$ cat src/rtl/wsc_regs.svh
// register offsets, field positions, reset values and timing constants of the watchdog and sleep block
// assumes inclusion by bare name from the package and the design module
`ifndef WSC_REGS_SVH
`define WSC_REGS_SVH
// ----------------------------------------------------------------
// register map (byte addresses on apb)
// ----------------------------------------------------------------
`define WSC_OFF_WDT_CTRL 12'h000
`define WSC_OFF_PRESCALE_OPT 12'h004
`define WSC_OFF_STATUS 12'h008
`define WSC_OFF_IRQ_CTRL 12'h00C
`define WSC_OFF_CMD 12'h010
// ----------------------------------------------------------------
// reset values and fields
// ----------------------------------------------------------------
`define WSC_WDT_CTRL_RST 8'h08
`define WSC_PRESCALE_OPT_RST 8'hFF
`define WSC_WDT_CTRL_MASK 8'h1F
`define WSC_BIT_SW_EN 0
`define WSC_PS_LSB 1
`define WSC_PS_MSB 4
`define WSC_PS_MAX 4'hB
`define WSC_PS_BASE 5
`define WSC_CMD_CLEAR_WATCHDOG_INSTR 0
`define WSC_CMD_SLEEP 1
`define WSC_CMD_OSCFAIL 2
`define WSC_STAT_EXPIRY_N 0
`define WSC_STAT_SLEEP_N 1
`define WSC_STAT_ASLEEP 2
`define WSC_STAT_OST 3
`define WSC_IRQ_SRC_W 6
// ----------------------------------------------------------------
// timing
// ----------------------------------------------------------------
`define WSC_CLK_HZ 100000000
`define WSC_LFOSC_HZ 31000
`define WSC_LFOSC_DIV (`WSC_CLK_HZ / `WSC_LFOSC_HZ)
`define WSC_OST_TICKS 1024
`endif

$ cat src/rtl/wsc_pkg.sv
// types shared by the watchdog and sleep control block
// assumes wsc_regs.svh sits next to it
`include "wsc_regs.svh"
package wsc_pkg;
    // ----------------------------------------------------------------
    // sleep controller states
    // ----------------------------------------------------------------
    typedef enum logic [1:0] {
        WSC_AWAKE = 2'b00,
        WSC_ASLEEP = 2'b01,
        WSC_OST_RUN = 2'b10
    } wsc_state_t;
    // reset and wake reporting to the core
    typedef struct packed {
        logic wdt_reset;
        logic wake_resume;
        logic wake_reset;
        logic vector_req;
    } wsc_evt_t;
    // pin and configuration straps
    typedef struct packed {
        logic config_watchdog_always_on;
        logic wakeup_reset_enable_n;
        logic crystal_clock;
    } wsc_cfg_t;
endpackage

$ cat src/rtl/wsc_watchdog_sleep.sv
// watchdog timer with 16-bit prescaler and sleep entry and wake-up control
// assumes apb master, synchronous straps and interrupt levels, one 100 MHz clock
// Functional notes
// - watchdog ticks from 31 kHz low-frequency oscillator
// - reset loads control 0x08, period 1:512
// - start-up timer holds watchdog in reset
// - 16-bit prescaler divides by 32 to 65536
// - always-on strap ignores software enable
// - otherwise software enable bit runs watchdog
// - period codes 0..11 double; 12..15 reserved
// - upper three control bits read zero
// - clear instruction clears the watchdog count
// - crystal wake keeps watchdog cleared through start-up
// - sleep clears watchdog and power-down flag, sets timeout flag, stops oscillator, holds pins
// - wake on master clear, watchdog, enabled interrupt
// - power-down flag set at power-up; timeout flag cleared on watchdog expiry
// - sleep wake only from clockless interrupt sources
// - own enable wakes; global enable selects vector
// - instruction after sleep is prefetched
// - interrupt and watchdog wakes clear the watchdog; master clear wake does not
// - pending interrupt makes sleep a no-operation
// - interrupt during sleep completes sleep then wakes
// - wake-up reset option forces full reset
// - watchdog reset never drives master clear pin
//
// Local design decisions: the APB interface to the registers and the address map.
`include "wsc_regs.svh"
module wsc_watchdog_sleep (
    input wire logic clk,
    input wire logic rst_n,
    input wire logic psel,
    input wire logic penable,
    input wire logic pwrite,
    input wire logic [11:0] paddr,
    input wire logic [31:0] pwdata,
    output logic [31:0] prdata,
    output logic pready,
    output logic pslverr,
    input wire wsc_pkg::wsc_cfg_t cfg,
    input wire logic master_clear_pin_n,
    input wire logic [`WSC_IRQ_SRC_W-1:0] irq_flag,
    input wire logic [`WSC_IRQ_SRC_W-1:0] irq_enable,
    input wire logic global_irq_enable,
    output wsc_pkg::wsc_evt_t evt,
    output logic osc_driver_on,
    output logic io_hold,
    output logic master_clear_drive_low
);
    // ----------------------------------------------------------------
    // apb slave
    // ----------------------------------------------------------------
    logic [7:0] wdt_ctrl_ff;
    logic [7:0] prescale_opt_ff;
    logic expiry_flag_n_ff;
    logic sleep_entered_flag_n_ff;
    logic clear_watchdog_instr;
    logic sleep_instr;
    logic osc_fail;
    logic [31:0] nxt_prdata;
    logic addr_ok;
    logic wr_acc;
    logic [3:0] period_select;
    logic run_en;
    logic wdt_clear;
    logic ost_hold;
    logic lf_tick;
    logic wdt_expire;
    logic irq_pending;
    wsc_pkg::wsc_state_t state_ff;
    logic [9:0] ost_cnt_ff;

    assign pready = 1'b1;
    assign wr_acc = psel && penable && pwrite;
    // address decode; unmapped addresses answer with an error
    always_comb begin
        nxt_prdata = 32'h0000_0000;
        addr_ok = 1'b1;
        if (paddr == `WSC_OFF_WDT_CTRL) begin
            nxt_prdata[7:0] = wdt_ctrl_ff & `WSC_WDT_CTRL_MASK;
        end else if (paddr == `WSC_OFF_PRESCALE_OPT) begin
            nxt_prdata[7:0] = prescale_opt_ff;
        end else if (paddr == `WSC_OFF_STATUS) begin
            nxt_prdata[`WSC_STAT_EXPIRY_N] = expiry_flag_n_ff;
            nxt_prdata[`WSC_STAT_SLEEP_N] = sleep_entered_flag_n_ff;
            nxt_prdata[`WSC_STAT_ASLEEP] = (state_ff != wsc_pkg::WSC_AWAKE);
            nxt_prdata[`WSC_STAT_OST] = (state_ff == wsc_pkg::WSC_OST_RUN);
        end else if (paddr == `WSC_OFF_IRQ_CTRL) begin
            nxt_prdata[`WSC_IRQ_SRC_W-1:0] = irq_enable & irq_flag;
        end else if (paddr == `WSC_OFF_CMD) begin
            nxt_prdata = 32'h0000_0000;
        end else begin
            addr_ok = 1'b0;
        end
    end
    assign prdata = nxt_prdata;
    assign pslverr = psel && penable && !addr_ok;

    // control registers; reserved bits are never stored
    always_ff @(posedge clk or negedge rst_n) begin
        if (!rst_n) begin
            wdt_ctrl_ff <= `WSC_WDT_CTRL_RST;
            prescale_opt_ff <= `WSC_PRESCALE_OPT_RST;
        end else if (wr_acc && paddr == `WSC_OFF_WDT_CTRL) begin
            wdt_ctrl_ff <= pwdata[7:0] & `WSC_WDT_CTRL_MASK;
        end else if (wr_acc && paddr == `WSC_OFF_PRESCALE_OPT) begin
            prescale_opt_ff <= pwdata[7:0];
        end
    end

    // command strobes from the core: one-cycle pulses on a write to the command word
    assign clear_watchdog_instr = wr_acc && paddr == `WSC_OFF_CMD && pwdata[`WSC_CMD_CLEAR_WATCHDOG_INSTR];
    assign sleep_instr = wr_acc && paddr == `WSC_OFF_CMD && pwdata[`WSC_CMD_SLEEP];
    assign osc_fail = wr_acc && paddr == `WSC_OFF_CMD && pwdata[`WSC_CMD_OSCFAIL];

    // ----------------------------------------------------------------
    // low-frequency oscillator model and prescaler
    // ----------------------------------------------------------------
    logic [12:0] lf_div_ff;
    logic [15:0] presc_ff;
    logic [15:0] period_mask;
    assign period_select = wdt_ctrl_ff[`WSC_PS_MSB:`WSC_PS_LSB];
    // the oscillator keeps running in sleep, so the watchdog can wake the part
    always_ff @(posedge clk or negedge rst_n) begin
        if (!rst_n) begin
            lf_div_ff <= 13'h0000;
        end else if (lf_div_ff == 13'(`WSC_LFOSC_DIV - 1)) begin
            lf_div_ff <= 13'h0000;
        end else begin
            lf_div_ff <= lf_div_ff + 13'h0001;
        end
    end
    assign lf_tick = (lf_div_ff == 13'(`WSC_LFOSC_DIV - 1));

    assign run_en = cfg.config_watchdog_always_on || wdt_ctrl_ff[`WSC_BIT_SW_EN];
    assign irq_pending = |(irq_flag & irq_enable);
    assign ost_hold = (state_ff == wsc_pkg::WSC_OST_RUN);

    // reserved codes clamp to the longest period
    always_comb begin
        if (period_select > `WSC_PS_MAX) begin
            period_mask = 16'hFFFF;
        end else begin
            period_mask = 16'((32'h1 << (period_select + `WSC_PS_BASE)) - 32'h1);
        end
    end

    // sleep taken only when no enabled interrupt is already pending
    logic sleep_take;
    assign sleep_take = sleep_instr && (state_ff == wsc_pkg::WSC_AWAKE) && !irq_pending;
    logic wake_evt;

    assign wdt_clear = clear_watchdog_instr || sleep_take || wake_evt || osc_fail || ost_hold;
    assign wdt_expire = run_en && lf_tick && !ost_hold && ((presc_ff & period_mask) == period_mask);

    // watchdog counter: clears dominate counting
    always_ff @(posedge clk or negedge rst_n) begin
        if (!rst_n) begin
            presc_ff <= 16'h0000;
        end else if (wdt_clear || wdt_expire) begin
            presc_ff <= 16'h0000;
        end else if (run_en && lf_tick) begin
            presc_ff <= presc_ff + 16'h0001;
        end
    end

    // ----------------------------------------------------------------
    // sleep state machine
    // ----------------------------------------------------------------
    logic wake_irq;
    logic wake_wdt;
    assign wake_irq = (state_ff == wsc_pkg::WSC_ASLEEP) && irq_pending;
    assign wake_wdt = (state_ff == wsc_pkg::WSC_ASLEEP) && wdt_expire;
    assign wake_evt = wake_irq || wake_wdt;

    // crystal clocks run the start-up timer before execution resumes
    always_ff @(posedge clk or negedge rst_n) begin
        if (!rst_n) begin
            state_ff <= wsc_pkg::WSC_AWAKE;
            ost_cnt_ff <= 10'h000;
        end else begin
            case (state_ff)
                wsc_pkg::WSC_AWAKE: begin
                    if (sleep_take) begin
                        state_ff <= wsc_pkg::WSC_ASLEEP;
                    end
                end
                wsc_pkg::WSC_ASLEEP: begin
                    if (!master_clear_pin_n) begin
                        state_ff <= wsc_pkg::WSC_AWAKE;
                    end else if (wake_evt && cfg.crystal_clock) begin
                        state_ff <= wsc_pkg::WSC_OST_RUN;
                        ost_cnt_ff <= 10'h000;
                    end else if (wake_evt) begin
                        state_ff <= wsc_pkg::WSC_AWAKE;
                    end
                end
                wsc_pkg::WSC_OST_RUN: begin
                    if (ost_cnt_ff == 10'(`WSC_OST_TICKS - 1)) begin
                        state_ff <= wsc_pkg::WSC_AWAKE;
                    end else begin
                        ost_cnt_ff <= ost_cnt_ff + 10'h001;
                    end
                end
                default: begin
                    state_ff <= wsc_pkg::WSC_AWAKE;
                end
            endcase
        end
    end

    // status flags; a timeout flag clear outranks the sleep set in the same cycle
    always_ff @(posedge clk or negedge rst_n) begin
        if (!rst_n) begin
            expiry_flag_n_ff <= 1'b1;
            sleep_entered_flag_n_ff <= 1'b1;
        end else if (wdt_expire) begin
            expiry_flag_n_ff <= 1'b0;
        end else if (sleep_take) begin
            expiry_flag_n_ff <= 1'b1;
            sleep_entered_flag_n_ff <= 1'b0;
        end else if (clear_watchdog_instr) begin
            expiry_flag_n_ff <= 1'b1;
            sleep_entered_flag_n_ff <= 1'b1;
        end
    end

    // ----------------------------------------------------------------
    // outputs to the core
    // ----------------------------------------------------------------
    logic resume_pend_ff;
    wsc_pkg::wsc_evt_t evt_ff;
    logic resume_now;
    // resume after start-up when the wake came from a crystal-clocked sleep
    assign resume_now = (wake_evt && !cfg.crystal_clock) ||
        (state_ff == wsc_pkg::WSC_OST_RUN && ost_cnt_ff == 10'(`WSC_OST_TICKS - 1));
    always_ff @(posedge clk or negedge rst_n) begin
        if (!rst_n) begin
            evt_ff <= '0;
            resume_pend_ff <= 1'b0;
        end else begin
            evt_ff.wdt_reset <= wdt_expire && (state_ff == wsc_pkg::WSC_AWAKE);
            evt_ff.wake_reset <= resume_now && !cfg.wakeup_reset_enable_n;
            evt_ff.wake_resume <= resume_now && cfg.wakeup_reset_enable_n;
            evt_ff.vector_req <= resume_now && cfg.wakeup_reset_enable_n && global_irq_enable
                && (wake_irq || resume_pend_ff);
            if (wake_evt) begin
                resume_pend_ff <= wake_irq;
            end else if (resume_now) begin
                resume_pend_ff <= 1'b0;
            end
        end
    end
    assign evt = evt_ff;
    assign osc_driver_on = (state_ff != wsc_pkg::WSC_ASLEEP);
    assign io_hold = (state_ff == wsc_pkg::WSC_ASLEEP);
    assign master_clear_drive_low = 1'b0;

    // ----------------------------------------------------------------
    // checks
    // ----------------------------------------------------------------
    property p_ctrl_upper_zero;
        @(posedge clk) disable iff (!rst_n) wdt_ctrl_ff[7:5] == 3'b000;
    endproperty
    a_ctrl_upper_zero: assert property (p_ctrl_upper_zero) else $error("control upper bits set");
    property p_clear_on_cmd;
        @(posedge clk) disable iff (!rst_n) clear_watchdog_instr |=> presc_ff == 16'h0000;
    endproperty
    a_clear_on_cmd: assert property (p_clear_on_cmd) else $error("count not cleared");
    property p_sleep_entry;
        @(posedge clk) disable iff (!rst_n) sleep_take && !wdt_expire |=>
            !sleep_entered_flag_n_ff && expiry_flag_n_ff && io_hold && !osc_driver_on;
    endproperty
    a_sleep_entry: assert property (p_sleep_entry) else $error("sleep entry wrong");
    property p_pending_nop;
        @(posedge clk) disable iff (!rst_n)
            sleep_instr && irq_pending && state_ff == wsc_pkg::WSC_AWAKE |=> state_ff == wsc_pkg::WSC_AWAKE;
    endproperty
    a_pending_nop: assert property (p_pending_nop) else $error("sleep not skipped");
    property p_ost_hold;
        @(posedge clk) disable iff (!rst_n) state_ff == wsc_pkg::WSC_OST_RUN |=> presc_ff == 16'h0000;
    endproperty
    a_ost_hold: assert property (p_ost_hold) else $error("watchdog ran during start-up");
    property p_wake_clears;
        @(posedge clk) disable iff (!rst_n) wake_evt |=> presc_ff == 16'h0000;
    endproperty
    a_wake_clears: assert property (p_wake_clears) else $error("wake did not clear");
    property p_always_on;
        @(posedge clk) disable iff (!rst_n) cfg.config_watchdog_always_on && lf_tick && !wdt_clear && !wdt_expire
            |=> presc_ff == $past(presc_ff) + 16'h0001;
    endproperty
    a_always_on: assert property (p_always_on) else $error("always-on did not count");
    property p_sw_off;
        @(posedge clk) disable iff (!rst_n) !run_en |=> presc_ff == 16'h0000 || presc_ff == $past(presc_ff);
    endproperty
    a_sw_off: assert property (p_sw_off) else $error("disabled watchdog counted");
    property p_irq_wake;
        @(posedge clk) disable iff (!rst_n) state_ff == wsc_pkg::WSC_ASLEEP && irq_pending && master_clear_pin_n
            |=> state_ff != wsc_pkg::WSC_ASLEEP;
    endproperty
    a_irq_wake: assert property (p_irq_wake) else $error("interrupt did not wake");
    property p_no_master_clear_pin;
        @(posedge clk) disable iff (!rst_n) evt.wdt_reset |-> !master_clear_drive_low;
    endproperty
    a_no_master_clear_pin: assert property (p_no_master_clear_pin) else $error("master clear driven");
endmodule

$ cat config.mk
export PLATFORM = sky130hd
export DESIGN_NAME = wsc_watchdog_sleep
export DESIGN_NICKNAME = d
export VERILOG_FILES = /design/src/rtl/wsc_pkg.sv /design/src/rtl/wsc_watchdog_sleep.sv
export VERILOG_INCLUDE_DIRS = /design/src /design/src/rtl
export SDC_FILE = /design/constraint.sdc
export NUM_CORES = 1
export LEC_CHECK = 0
export ABC_AREA = 1
export BUFFER_PORTS_ARGS = -buffer_cell sky130_fd_sc_hd__buf_2
export CAP_MARGIN = 20
export CORE_ASPECT_RATIO = 2
export CORE_MARGIN = 2
export CORE_UTILIZATION = 30
export DETAILED_ROUTE_END_ITERATION = 6
export PLACE_DENSITY_LB_ADDON = 0.12
export SYNTH_ARGS = -nofsm -noshare
export SYNTH_HDL_FRONTEND = slang
export SYNTH_SLANG_ARGS = --single-unit
$ cat constraint.sdc
create_clock -name clk -period 2.5 [get_ports clk]
set_input_delay 0.25 -clock clk [delete_from_list [all_inputs] [get_ports clk]]
set_output_delay 0.25 -clock clk [all_outputs]
set_load 0.01 [all_outputs]
==> reports/metrics.yaml, run 1 <==
drcViolationCount: 0
cts_tree: "yes"
fin_nets: 696
cp-start-kind: "input pin"
root_buffer: "clkbuf_16"
ctsResizeCount: 0
synth_top_area_share_pct: 29.62
grt_antenna_before_repair: 0
vdd_drop_max_uv: 424.0
dp_hpwl_um: 8830
ios: 107
fin_tns_setup_ns: 0
ys.flop_type: "dfrtp_1"
maxCapViolations: 0
cts_sinks: 61
synth.distinct_cells: 50
die_width_um: 87.91
synth_area_leaders: "dfrtp_1 30%, nand2_1 13%, dfstp_2 6.8%, inv_1 5.9%, buf_4 5.0%"
whs_endpoint: "evt[1]"
fin_crit_sh_pct: 88.13
p_per_area_nw_per_um2: 485.4
cp_slowest_stage_delay_ns: 0.30
cts_made_buffers: 9
highest_layer: "met4"
tightest_slew_ns: 0.6545
antenna_cells: 0
max_slew_margin_pct: 56.03
synth.most_common_cell: "nand2_1"
finClkSkew_ns: 0.009887
min_path_cells: 2
track_usage_pct: 15.60
ys_warn_count: 0
cts_setup_buffers: 0
power.leakage_nw: 2.516
end_kind: "primary output"
synth.avg_cell_area_sq_um: 7.516
path_class: "in -> out"
setup_violations: 0
grt_max_degree: 62
fin_crit_ns: 2.203
multi_input_area_sq_um: 2223
clock_latency_ns: 0.33
hold_path.class: "in -> reg"
met3WireLength_um: 379
path_cells: "buf_2, nor2_1, nand2_1, nor3_2, nand2_1, nor2_2, inv_1, o211ai_1, o21ai_0, buf_2"
max_freq_ghz: 0.4539
core_sq_um: 13810
ys_ff_latch: 61
cp_num_cells: 10
fillers: 1499
place.gp.congestion: 0.8974
crit_buf_inv: 3
required_ns: 2.25
drt_iter0_markers: 123
rsz0062_at_grt: "no"
synth_edf_count: 0
async_flop_share_pct: 100.0
holdWs_ns: 0.08402
path_clk_slew_ns: 0.06
routedWlPerCell_um: 13.67
synthTopCellsByCount: "143 x nand2_1, 66 x inv_1, 50 x dfrtp_1"
reg2regPathDepth: 10
netlist_area_sq_um: 4224
crit_arrival_ns: 1.95
status: "finished clean"
yosysTopAreaCell: "dfrtp_1"
stdcell_count: 818
hold_viol_final: 0
num_vias: 3732
worstReg2RegStart: "wdt_ctrl_ff[3]"
synth-seq-area-share_pct: 36.46
drive_gt1_share_pct: 22.42
p_total_mw: 2.386
rows: 61
syn_inst: 562
htreeDepth: 3
grt_pass1_vias: 3636
wl_met1_um: 4223
grt_pass1_wl_um: 17880
slew_viol_final: 0
wirelength_um: 11180
overflow: 0
first_pass_iters: 4
die_h_um: 171.8
fp.dieArea_sq_um: 15100
dr_wl_met2_um: 6107
area_growth_pct: 16.38
timing.rr.end: "presc_ff[4]"
port_buffers: 56
cts_hold_buf: 1
register_area_sq_um: 1540
rrSetupSlack_ns: 0.37
hp-start: "cfg[1]"
slowest_stage: "nor3_2"
detail-route-antenna-nets: 0
viasPerCell: 4.562
start_util_pct: 30.58
path_max_fanout: 7
cts_buffer_depth: 2
place_inst: 802
crit_family: "simple AND/OR/NAND/NOR gates"
-- per-stage QoR --
step	setup WS, ns	util [%]	cell area (sq um)
3_3_place_gp	0.2707	33.34	4606
5_1_grt	0.1133	35.59	4916
3_5_place_dp	0.2224	33.34	4606
2_1_floorplan	0.6465	-	4322
4_1_cts	0.2378	35.59	4916
6_report	0.2967	35.59	4916
-- how the worst max path moves through the flow --
stage / slack [ns] / start / end
after floorplan: 0.65 / lf_div_ff[0] / ost_cnt_ff[5]
after global placement: 0.27 / paddr[11] / prdata[3]
after detailed placement: 0.22 / paddr[11] / prdata[3]
after CTS: 0.24 / paddr[11] / prdata[3]
after global routing: 0.11 / paddr[11] / prdata[3]
final: 0.30 / paddr[11] / prdata[3]
-- where the power goes --
group          leakage (nW)  internal [mW]  switching [mW]
registers             0.769          0.991        0.000928
logic                  1.60         0.0405          0.0833
clock network         0.147          0.816           0.454
-- layout by cell type (no fill, tap or decap), drive strengths merged --
cell / synthesis / layout
nor4: 4 / 4
clkbuf: 1 / 11
dfrtp: 50 / 50
o22ai: 1 / 1
o21ai: 22 / 22
conb: 2 / 28
mux2: 2 / 2
xor2: 14 / 14
clkinvlp: 0 / 1
o21bai: 3 / 3
a32o: 1 / 1
a21oi: 18 / 18
xnor2: 3 / 3
a31oi: 1 / 1
a31o: 1 / 1
nand4: 12 / 12
nor2: 60 / 60
nand3: 51 / 51
clkinv: 3 / 5
nor3b: 1 / 1
a21o: 1 / 1
o211ai: 3 / 3
buf: 34 / 60
or2: 3 / 3
nand2: 155 / 155
a22oi: 1 / 1
dlygate4sd3: 0 / 1
bufinv: 0 / 1
ha: 5 / 5
dfstp: 11 / 11
inv: 72 / 72
a41oi: 1 / 1
nor3: 15 / 15
nand3b: 8 / 8
o221ai: 3 / 3
-- logic make-up after synthesis --
kind of cell             share of synthesized area (%)
flip-flops                                       36.46
buffers and inverters                            13.21
other                                           0.1778
adder cells (fa/ha/maj)                          1.481
AND/OR/NAND/NOR                                  36.79
multiplexers                                    0.5331
XOR/XNOR                                         3.525
AO/OA/AOI/OAI                                    7.820
-- flip-flops by register name, summed over array words and instances (netlist names) --
signal	count
ost_cnt_ff	10
resume_pend_ff	1
wdt_ctrl_ff	5
presc_ff	16
sleep_entered_flag_n_ff	1
lf_div_ff	13
state_ff	2
expiry_flag_n_ff	1
evt	4
prescale_opt_ff	8
-- per-layer routing --
metal | up-vias | global-route usage (%)
li1 | 1876 | -
met1 | 1741 | 16.18
met2 | 86 | 28.62
met3 | 29 | 3.023
met4 | 0 | 8.294
met5 | - | 0
-- final cells by class --
type                       count  share of cell area (%)
clock buffer                  11                   5.141
clock inverter                 4                  0.9672
inverter                      75                   5.752
multi-input combinational    417                   45.23
sequential                    61                   31.33
tap                          189                   4.810
timing repair buffer          61                   6.770
No activity file was read; power rests on OpenSTA's default activity.
==> run 2: changes to the inputs <==
--- a/config.mk
+++ b/config.mk
@@ -13,6 +13,7 @@
 export CORE_MARGIN = 2
 export CORE_UTILIZATION = 30
 export DETAILED_ROUTE_END_ITERATION = 6
+export MAX_ROUTING_LAYER = met4
 export PLACE_DENSITY_LB_ADDON = 0.12
 export SYNTH_ARGS = -nofsm -noshare
 export SYNTH_HDL_FRONTEND = slang
==> run 2 against run 1 <==
Net effect:
- clock power is essentially flat
- sequential power is essentially flat
- largest power group unchanged
- largest cell class unchanged
- non-clock buffer count is the same
- via count grew 0.32%
- critical endpoint unchanged
- final cell count is the same
==> reports/metrics.yaml, run 2 (same netlist as run 1, synthesis figures left out) <==
status: "finished clean"
port_buffers: 56  # unchanged
cts_buffer_depth: 2  # unchanged
track_usage_pct: 16.02  # +0.41 points
routedWlPerCell_um: 13.67  # about the same
path_clk_slew_ns: 0.06  # about the same
root_buffer: "clkbuf_16"
first_pass_iters: 6  # +2
fin_crit_ns: 2.216  # +0.01262 ns
end_kind: "primary output"
hp-start: "cfg[1]"
drive_gt1_share_pct: 22.42  # unchanged
required_ns: 2.25  # about the same
overflow: 0  # unchanged
crit_arrival_ns: 1.97  # +0.02 ns
fin_tns_setup_ns: 0  # unchanged
grt_pass1_vias: 3628  # -0.22%
viasPerCell: 4.577  # +0.32%
holdWs_ns: 0.08457  # +0.0005489 ns
vdd_drop_max_uv: 423.4  # -0.13%
worstReg2RegStart: "wdt_ctrl_ff[3]"
combPwrFrac_pct: 5.2  # about the same
biggestRegsByFlops: "presc_ff: 16 flops, lf_div_ff: 13 flops, ost_cnt_ff: 10 flops"
antenna_cells: 0  # unchanged
rsz0062_at_grt: "no"
use_met2_pct: 28.56  # -0.066 points
grt_pass1_wl_um: 17890  # about the same
min_path_cells: 2  # unchanged
regMostFlops: "presc_ff"
drcViolationCount: 0  # unchanged
clock_latency_ns: 0.33  # about the same
mostFrequentLayoutCells: "143 x nand2_1, 66 x inv_1, 56 x buf_2"
wirelength_um: 11180  # about the same
drt_iter0_markers: 103  # -16%
fin_nets: 696  # unchanged
maxCapViolations: 0  # unchanged
switchingPower_mw: 0.5426  # +0.73%
p_clk_share_pct: 53.3  # about the same
p_sw_share_pct: 22.70  # +0.13 points
use_met1_pct: 16.30  # +0.12 points
tightest_slew_ns: 0.6603  # +0.005740 ns
grt_max_degree: 62  # unchanged
ios: 107  # unchanged
slew_viol_final: 0  # unchanged
cp-start-kind: "input pin"
rows: 61  # unchanged
cts_sinks: 61  # unchanged
p_int_mw: 1.847  # about the same
power_frac_seq_pct: 41.5  # about the same
core_sq_um: 13810  # unchanged
start_util_pct: 30.58  # unchanged
power.leakage_nw: 2.516  # unchanged
cts_setup_buffers: 0  # unchanged
p_per_area_nw_per_um2: 486.2  # +0.17%
fp.dieArea_sq_um: 15100  # unchanged
detail-route-antenna-nets: 0  # unchanged
path_class: "in -> out"
reg2regPathDepth: 10  # unchanged
max_freq_ghz: 0.4513  # -0.57%
hold_path.class: "in -> reg"
grt_util_met3_pct: 2.831  # -0.19 points
path_max_fanout: 7  # unchanged
cts_made_buffers: 9  # unchanged
die_width_um: 87.91  # unchanged
finClkSkew_ns: 0.009491  # -0.0003958 ns
grt_antenna_before_repair: 0  # unchanged
top_usage_layer: "met2"
place.gp.congestion: 0.9127  # +1.7%
cts_tree: "yes"
fin_crit_sh_pct: 88.64  # +0.50 points
die_h_um: 171.8  # unchanged
largest_reg_flops: 16  # unchanged
crit_start: "paddr[11]"
num_vias: 3744  # +0.32%
setup_violations: 0  # unchanged
area_growth_pct: 16.38  # unchanged
hold_viol_final: 0  # unchanged
final_common_cell: "nand2_1"
htreeDepth: 3  # unchanged
dp_hpwl_um: 8830  # unchanged
max_slew_margin_pct: 55.64  # -0.39 points
==> run 2: cell counts in the layout (fill, tap and decap cells not counted) <==
No cell type changed its count.
==> run 2: what timing repair did <==
action / CTS / global route
hold buffers: 1 / 0
resized for setup: 0 / 0
hold endpoints to repair: 50 / 0
==> run 2: critical path, stage by stage <==
cell and delay, ns:
buf_2 0.10, nor2_1 0.09, nand2_1 0.10, nor3_2 0.30, nand2_1 0.13, nor2_2 0.30
inv_1 0.15, o211ai_1 0.25, o21ai_0 0.14, buf_2 0.16
==> run 2: path summary, 6_finish.rpt <==
| kind | slack (ns) | end |
|---|---|---|
| worst min register to register | 0.47 | prescale_opt_ff[4] |
| min in group asynchronous | 0.46 | presc_ff[13] |
| max in group asynchronous | 1.69 | prescale_opt_ff[5] |
| worst max-delay path | 0.28 | prdata[3] |
| worst min-delay path | 0.08 | evt[1] |
| worst max register to register | 0.36 | presc_ff[4] |
==> run 2: layer usage <==
layer  up-vias  routed length [um]  part of all wire, %
li1       1874                   -                    -
met1      1754                4199                   38
met2        87                6117                   55
met3        29                 398                  3.6
met4         0                 464                  4.2
met5         -                   0                    0
==> run 2: layout make-up <==
type	instances	area, sq um
fillers	1499	8899
inverters	75	282.8
clock inverters	4	47.55
clock buffers	11	252.7
multi-input cells	417	2223
well taps	189	236.5
repair buffers	61	332.8
flip-flops and latches	61	1540
==> run 2: metrics by stage <==
| stage | power (mW) | area, sq um | utilization [%] | setup slack, ns | std cells |
|---|---|---|---|---|---|
| 2_1_floorplan | 1.089 | 4322 | - | 0.6465 | 588 |
| 3_3_place_gp | 1.130 | 4606 | 33.34 | 0.2707 | 802 |
| 3_5_place_dp | 1.132 | 4606 | 33.34 | 0.2224 | 802 |
| 4_1_cts | 2.420 | 4916 | 35.59 | 0.2378 | 818 |
| 5_1_grt | 2.475 | 4916 | 35.59 | 0.1133 | 818 |
| 6_report | 2.390 | 4916 | 35.59 | 0.2840 | 818 |
==> run 2: power groups by stage <==
| stage | registers [mW] | clock network, mW | logic (mW) |
|---|---|---|---|
| 2_1_floorplan | 1.01 | 0 | 0.0808 |
| 3_3_place_gp | 1.01 | 0 | 0.122 |
| 3_5_place_dp | 1.01 | 0 | 0.123 |
| 4_1_cts | 0.991 | 1.30 | 0.125 |
| 5_1_grt | 0.991 | 1.34 | 0.141 |
| 6_report | 0.991 | 1.27 | 0.124 |
==> run 3: changes to the inputs <==
--- a/config.mk
+++ b/config.mk
@@ -6,15 +6,12 @@
 export SDC_FILE = /design/constraint.sdc
 export NUM_CORES = 1
 export LEC_CHECK = 0
-export ABC_AREA = 1
 export BUFFER_PORTS_ARGS = -buffer_cell sky130_fd_sc_hd__buf_2
 export CAP_MARGIN = 20
 export CORE_ASPECT_RATIO = 2
 export CORE_MARGIN = 2
 export CORE_UTILIZATION = 30
 export DETAILED_ROUTE_END_ITERATION = 6
-export MAX_ROUTING_LAYER = met4
-export PLACE_DENSITY_LB_ADDON = 0.12
 export SYNTH_ARGS = -nofsm -noshare
 export SYNTH_HDL_FRONTEND = slang
 export SYNTH_SLANG_ARGS = --single-unit
==> run 3 against run 2 <==
Net effect:
- final cell count fell by 24%
- core utilization grew 1.2 points
- flip-flop and latch count unchanged
- combinational power increased by 7%
- synthesized area is 11% lower
- first-iteration DRC count increased by 38%
==> reports/metrics.yaml, run 3 <==
end_kind: "register"
finClkSkew_ns: 0.006722  # -0.002769 ns
port_buffers: 56  # unchanged
maxCapViolations: 0  # unchanged
synth.most_common_cell: "dfrtp_1"
synthAdderAreaFrac_pct: 1.670  # +0.19 points
rrSetupSlack_ns: 0.21  # -0.15 ns
fin_crit_ns: 2.287  # +0.07139 ns
min_path_cells: 2  # unchanged
setup_violations: 0  # unchanged
final_util_pct: 36.81  # +1.2 points
first_pass_iters: 4  # -2
fin_ws_ns: 0.2127  # -0.07139 ns
synth-seq-area-share_pct: 41.12  # +4.7 points
antenna_cells: 0  # unchanged
htreeDepth: 3  # unchanged
syn_inst: 405  # -28%
ios: 107  # unchanged
synth_mux_area_share_pct: 5.244  # +4.7 points
synth-compound-area-share_pct: 13.13  # +5.3 points
fin_crit_sh_pct: 91.49  # +2.9 points
vdd_drop_max_uv: 322.6  # -24%
max_slew_margin_pct: 63.89  # +8.2 points
tightest_slew_ns: 0.5400  # -0.1203 ns
slew_viol_final: 0  # unchanged
fin_tns_setup_ns: 0  # unchanged
overflow: 0  # unchanged
synth_top_family_by_area: "simple AND/OR/NAND/NOR gates"
timing.rr.end: "presc_ff[4]"
required_ns: 2.71  # +0.46 ns
max_freq_ghz: 0.4372  # -3.1%
cp-start-kind: "register"
ys.flop_type: "dfrtp_1"
place.gp.congestion: 0.8838  # -3.2%
largest_reg_flops: 16  # unchanged
fin_nets: 540  # -22%
synth_edf_count: 0  # unchanged
top_usage_layer: "met2"
stdcell_count: 621  # -24%
multi_input_area_sq_um: 1993  # -10%
clock_latency_ns: 0.34  # about the same
mostFrequentLayoutCells: "56 x buf_2, 50 x dfrtp_1, 44 x nor2_1"
track_usage_pct: 14.41  # -1.6 points
cts_made_buffers: 9  # unchanged
viasPerCell: 5.052  # +10%
start_util_pct: 30.72  # +0.14 points
ys_warn_count: 0  # unchanged
cts_tree: "yes"
area_growth_pct: 19.84
routedWlPerCell_um: 14.87  # +8.8%
num_vias: 3137  # -16%
synth.avg_cell_area_sq_um: 9.250  # +23%
cts_setup_buffers: 0  # unchanged
synthTopCellsByCount: "50 x dfrtp_1, 44 x nor2_1, 30 x nand2_1"
cts_sinks: 61  # unchanged
detail-route-antenna-nets: 0  # unchanged
power.leakage_nw: 1.996  # -21%
core_sq_um: 12200  # -12%
whs_endpoint: "prescale_opt_ff[5]"
drt_iter0_markers: 142  # +38%
root_buffer: "clkbuf_16"
use_met1_pct: 14.66  # -1.6 points
status: "finished clean"
die_width_um: 83.02  # -5.6%
synth_area_leaders: "dfrtp_1 33%, dfstp_2 7.7%, buf_4 5.2%, nor2_1 4.4%, xnor2_1 3.7%"
use_met2_pct: 26.36  # -2.2 points
crit_arrival_ns: 2.49  # +0.52 ns
drcViolationCount: 0  # unchanged
hold_viol_final: 0  # unchanged
grt_util_met3_pct: 3.303  # +0.47 points
ys_ff_latch: 61  # unchanged
rows: 57  # -6.6%
yosys.area_share.simple_pct: 23.01  # -14 points
hold_path.class: "in -> reg"
cts_buffer_depth: 2  # unchanged
place_inst: 604  # -25%
fp.dieArea_sq_um: 13450  # -11%
grt_antenna_before_repair: 0  # unchanged
synth.distinct_cells: 63  # +26%
drive_gt1_share_pct: 25.11  # +2.7 points
path_max_fanout: 16  # +9
async_flop_share_pct: 100.0  # unchanged
final_common_cell: "buf_2"
p_per_area_nw_per_um2: 546.5  # +12%
regMostFlops: "presc_ff"
wirelength_um: 9233  # -17%
netlist_area_sq_um: 3746  # -11%
rsz0062_at_grt: "no"
yosysTopAreaCell: "dfrtp_1"
synth_xor_area_share_pct: 7.014  # +3.5 points
path_class: "reg -> reg"
hp-start: "pwdata[5]"
post-place-ws_ns: 0.01280  # -0.2096 ns
path_clk_slew_ns: 0.05  # about the same
grt_max_degree: 62  # unchanged
die_h_um: 162.0  # -5.7%
grt_pass1_vias: 3142  # -13%
reg2regPathDepth: 7  # -3
biggestRegsByFlops: "presc_ff: 16 flops, lf_div_ff: 13 flops, ost_cnt_ff: 10 flops"
worstReg2RegStart: "wdt_ctrl_ff[4]"
grt_pass1_wl_um: 15510  # -13%
dp_hpwl_um: 6998  # -21%
register_area_sq_um: 1540  # unchanged
synth_top_area_share_pct: 33.40  # +3.8 points
fillers: 1215  # -19%
-- run 3: cell types whose count changed after synthesis, moves of 7 or more --
| cell | change |
|---|---|
| a211oi_1 | +7 |
| a21oi_1 | -7 |
| a31oi_1 | +7 |
| and3_1 | +7 |
| clkbuf_1 | +13 |
| inv_1 | -53 |
| mux2_4 | +8 |
| nand2_1 | -113 |
| nand2_2 | -8 |
| nand3_1 | -15 |
| nand3_2 | -11 |
| nand3b_1 | -7 |
| xnor2_1 | +13 |
-- run 3: what timing repair did --
item / in CTS / in global routing
hold buffers: 1 / 0
gates resized for setup: 0 / 3
hold endpoints to repair: 50 / 0
endpoints found under the setup margin: 0 / 8
-- run 3: stage by stage --
step | instance area, sq um | power [mW] | hold WS, ns
floorplan | 3844 | 1.092 | -0.04559
global placement | 4151 | 1.136 | 0.2819
detailed placement | 4151 | 1.138 | 0.2855
CTS | 4477 | 2.479 | 0.1343
global route | 4489 | 2.540 | 0.1395
finish | 4489 | 2.453 | 0.1424
-- run 3: layout make-up --
class / count / area share [%]
Sequential cell: 61 / 34.31
Clock inverter: 7 / 2.007
Multi-Input combinational cell: 313 / 44.40
Inverter: 13 / 1.087
Clock buffer: 9 / 5.017
Timing Repair Buffer: 71 / 9.086
Tap cell: 147 / 4.097
-- run 3: cell families (layout without fill, tap and decap cells) --
kind of cell / Yosys count / in the layout
simple gates: 165 / 165
compound gates: 70 / 70
flops: 61 / 61
buf+inv: 57 / 100
xor+xnor: 30 / 30
mux: 15 / 15
fa+ha+maj: 5 / 5
other cells: 2 / 28
-- run 3: worst max-delay path by stage --
| stage | start | endpoint | depth (start not counted) |
|---|---|---|---|
| 5_1_grt | wdt_ctrl_ff[4] | presc_ff[6] | 7 |
| 2_1_floorplan | paddr[7] | prescale_opt_ff[0] | 7 |
| 3_5_place_dp | paddr[7] | prescale_opt_ff[4] | 8 |
| 6_report | wdt_ctrl_ff[4] | presc_ff[4] | 7 |
| 4_1_cts | lf_div_ff[0] | presc_ff[8] | 8 |
| 3_3_place_gp | paddr[7] | prescale_opt_ff[7] | 8 |
-- run 3: metal layers --
layer	up-vias	wire (um)	part of all wire, %
met4	0	316	3.4
li1	1514	-	-
met1	1511	3415	37
met3	23	407	4.4
met5	-	0	0
met2	89	5093	55
-- run 3: worst max-delay path, stage by stage (launching register included) --
cell and delay (ns):
dfrtp_1 0.40, buf_4 0.16, a221o_1 0.34, a2111o_1 0.44
nor3_1 0.18, buf_4 0.16, a31o_2 0.37, nor2_1 0.09
-- run 3: power by group --
part           internal, mW  leakage, nW  switching, mW
Sequential            0.989        0.762       0.000277
Combinational        0.0456         1.08         0.0877
Clock                 0.866        0.151          0.465
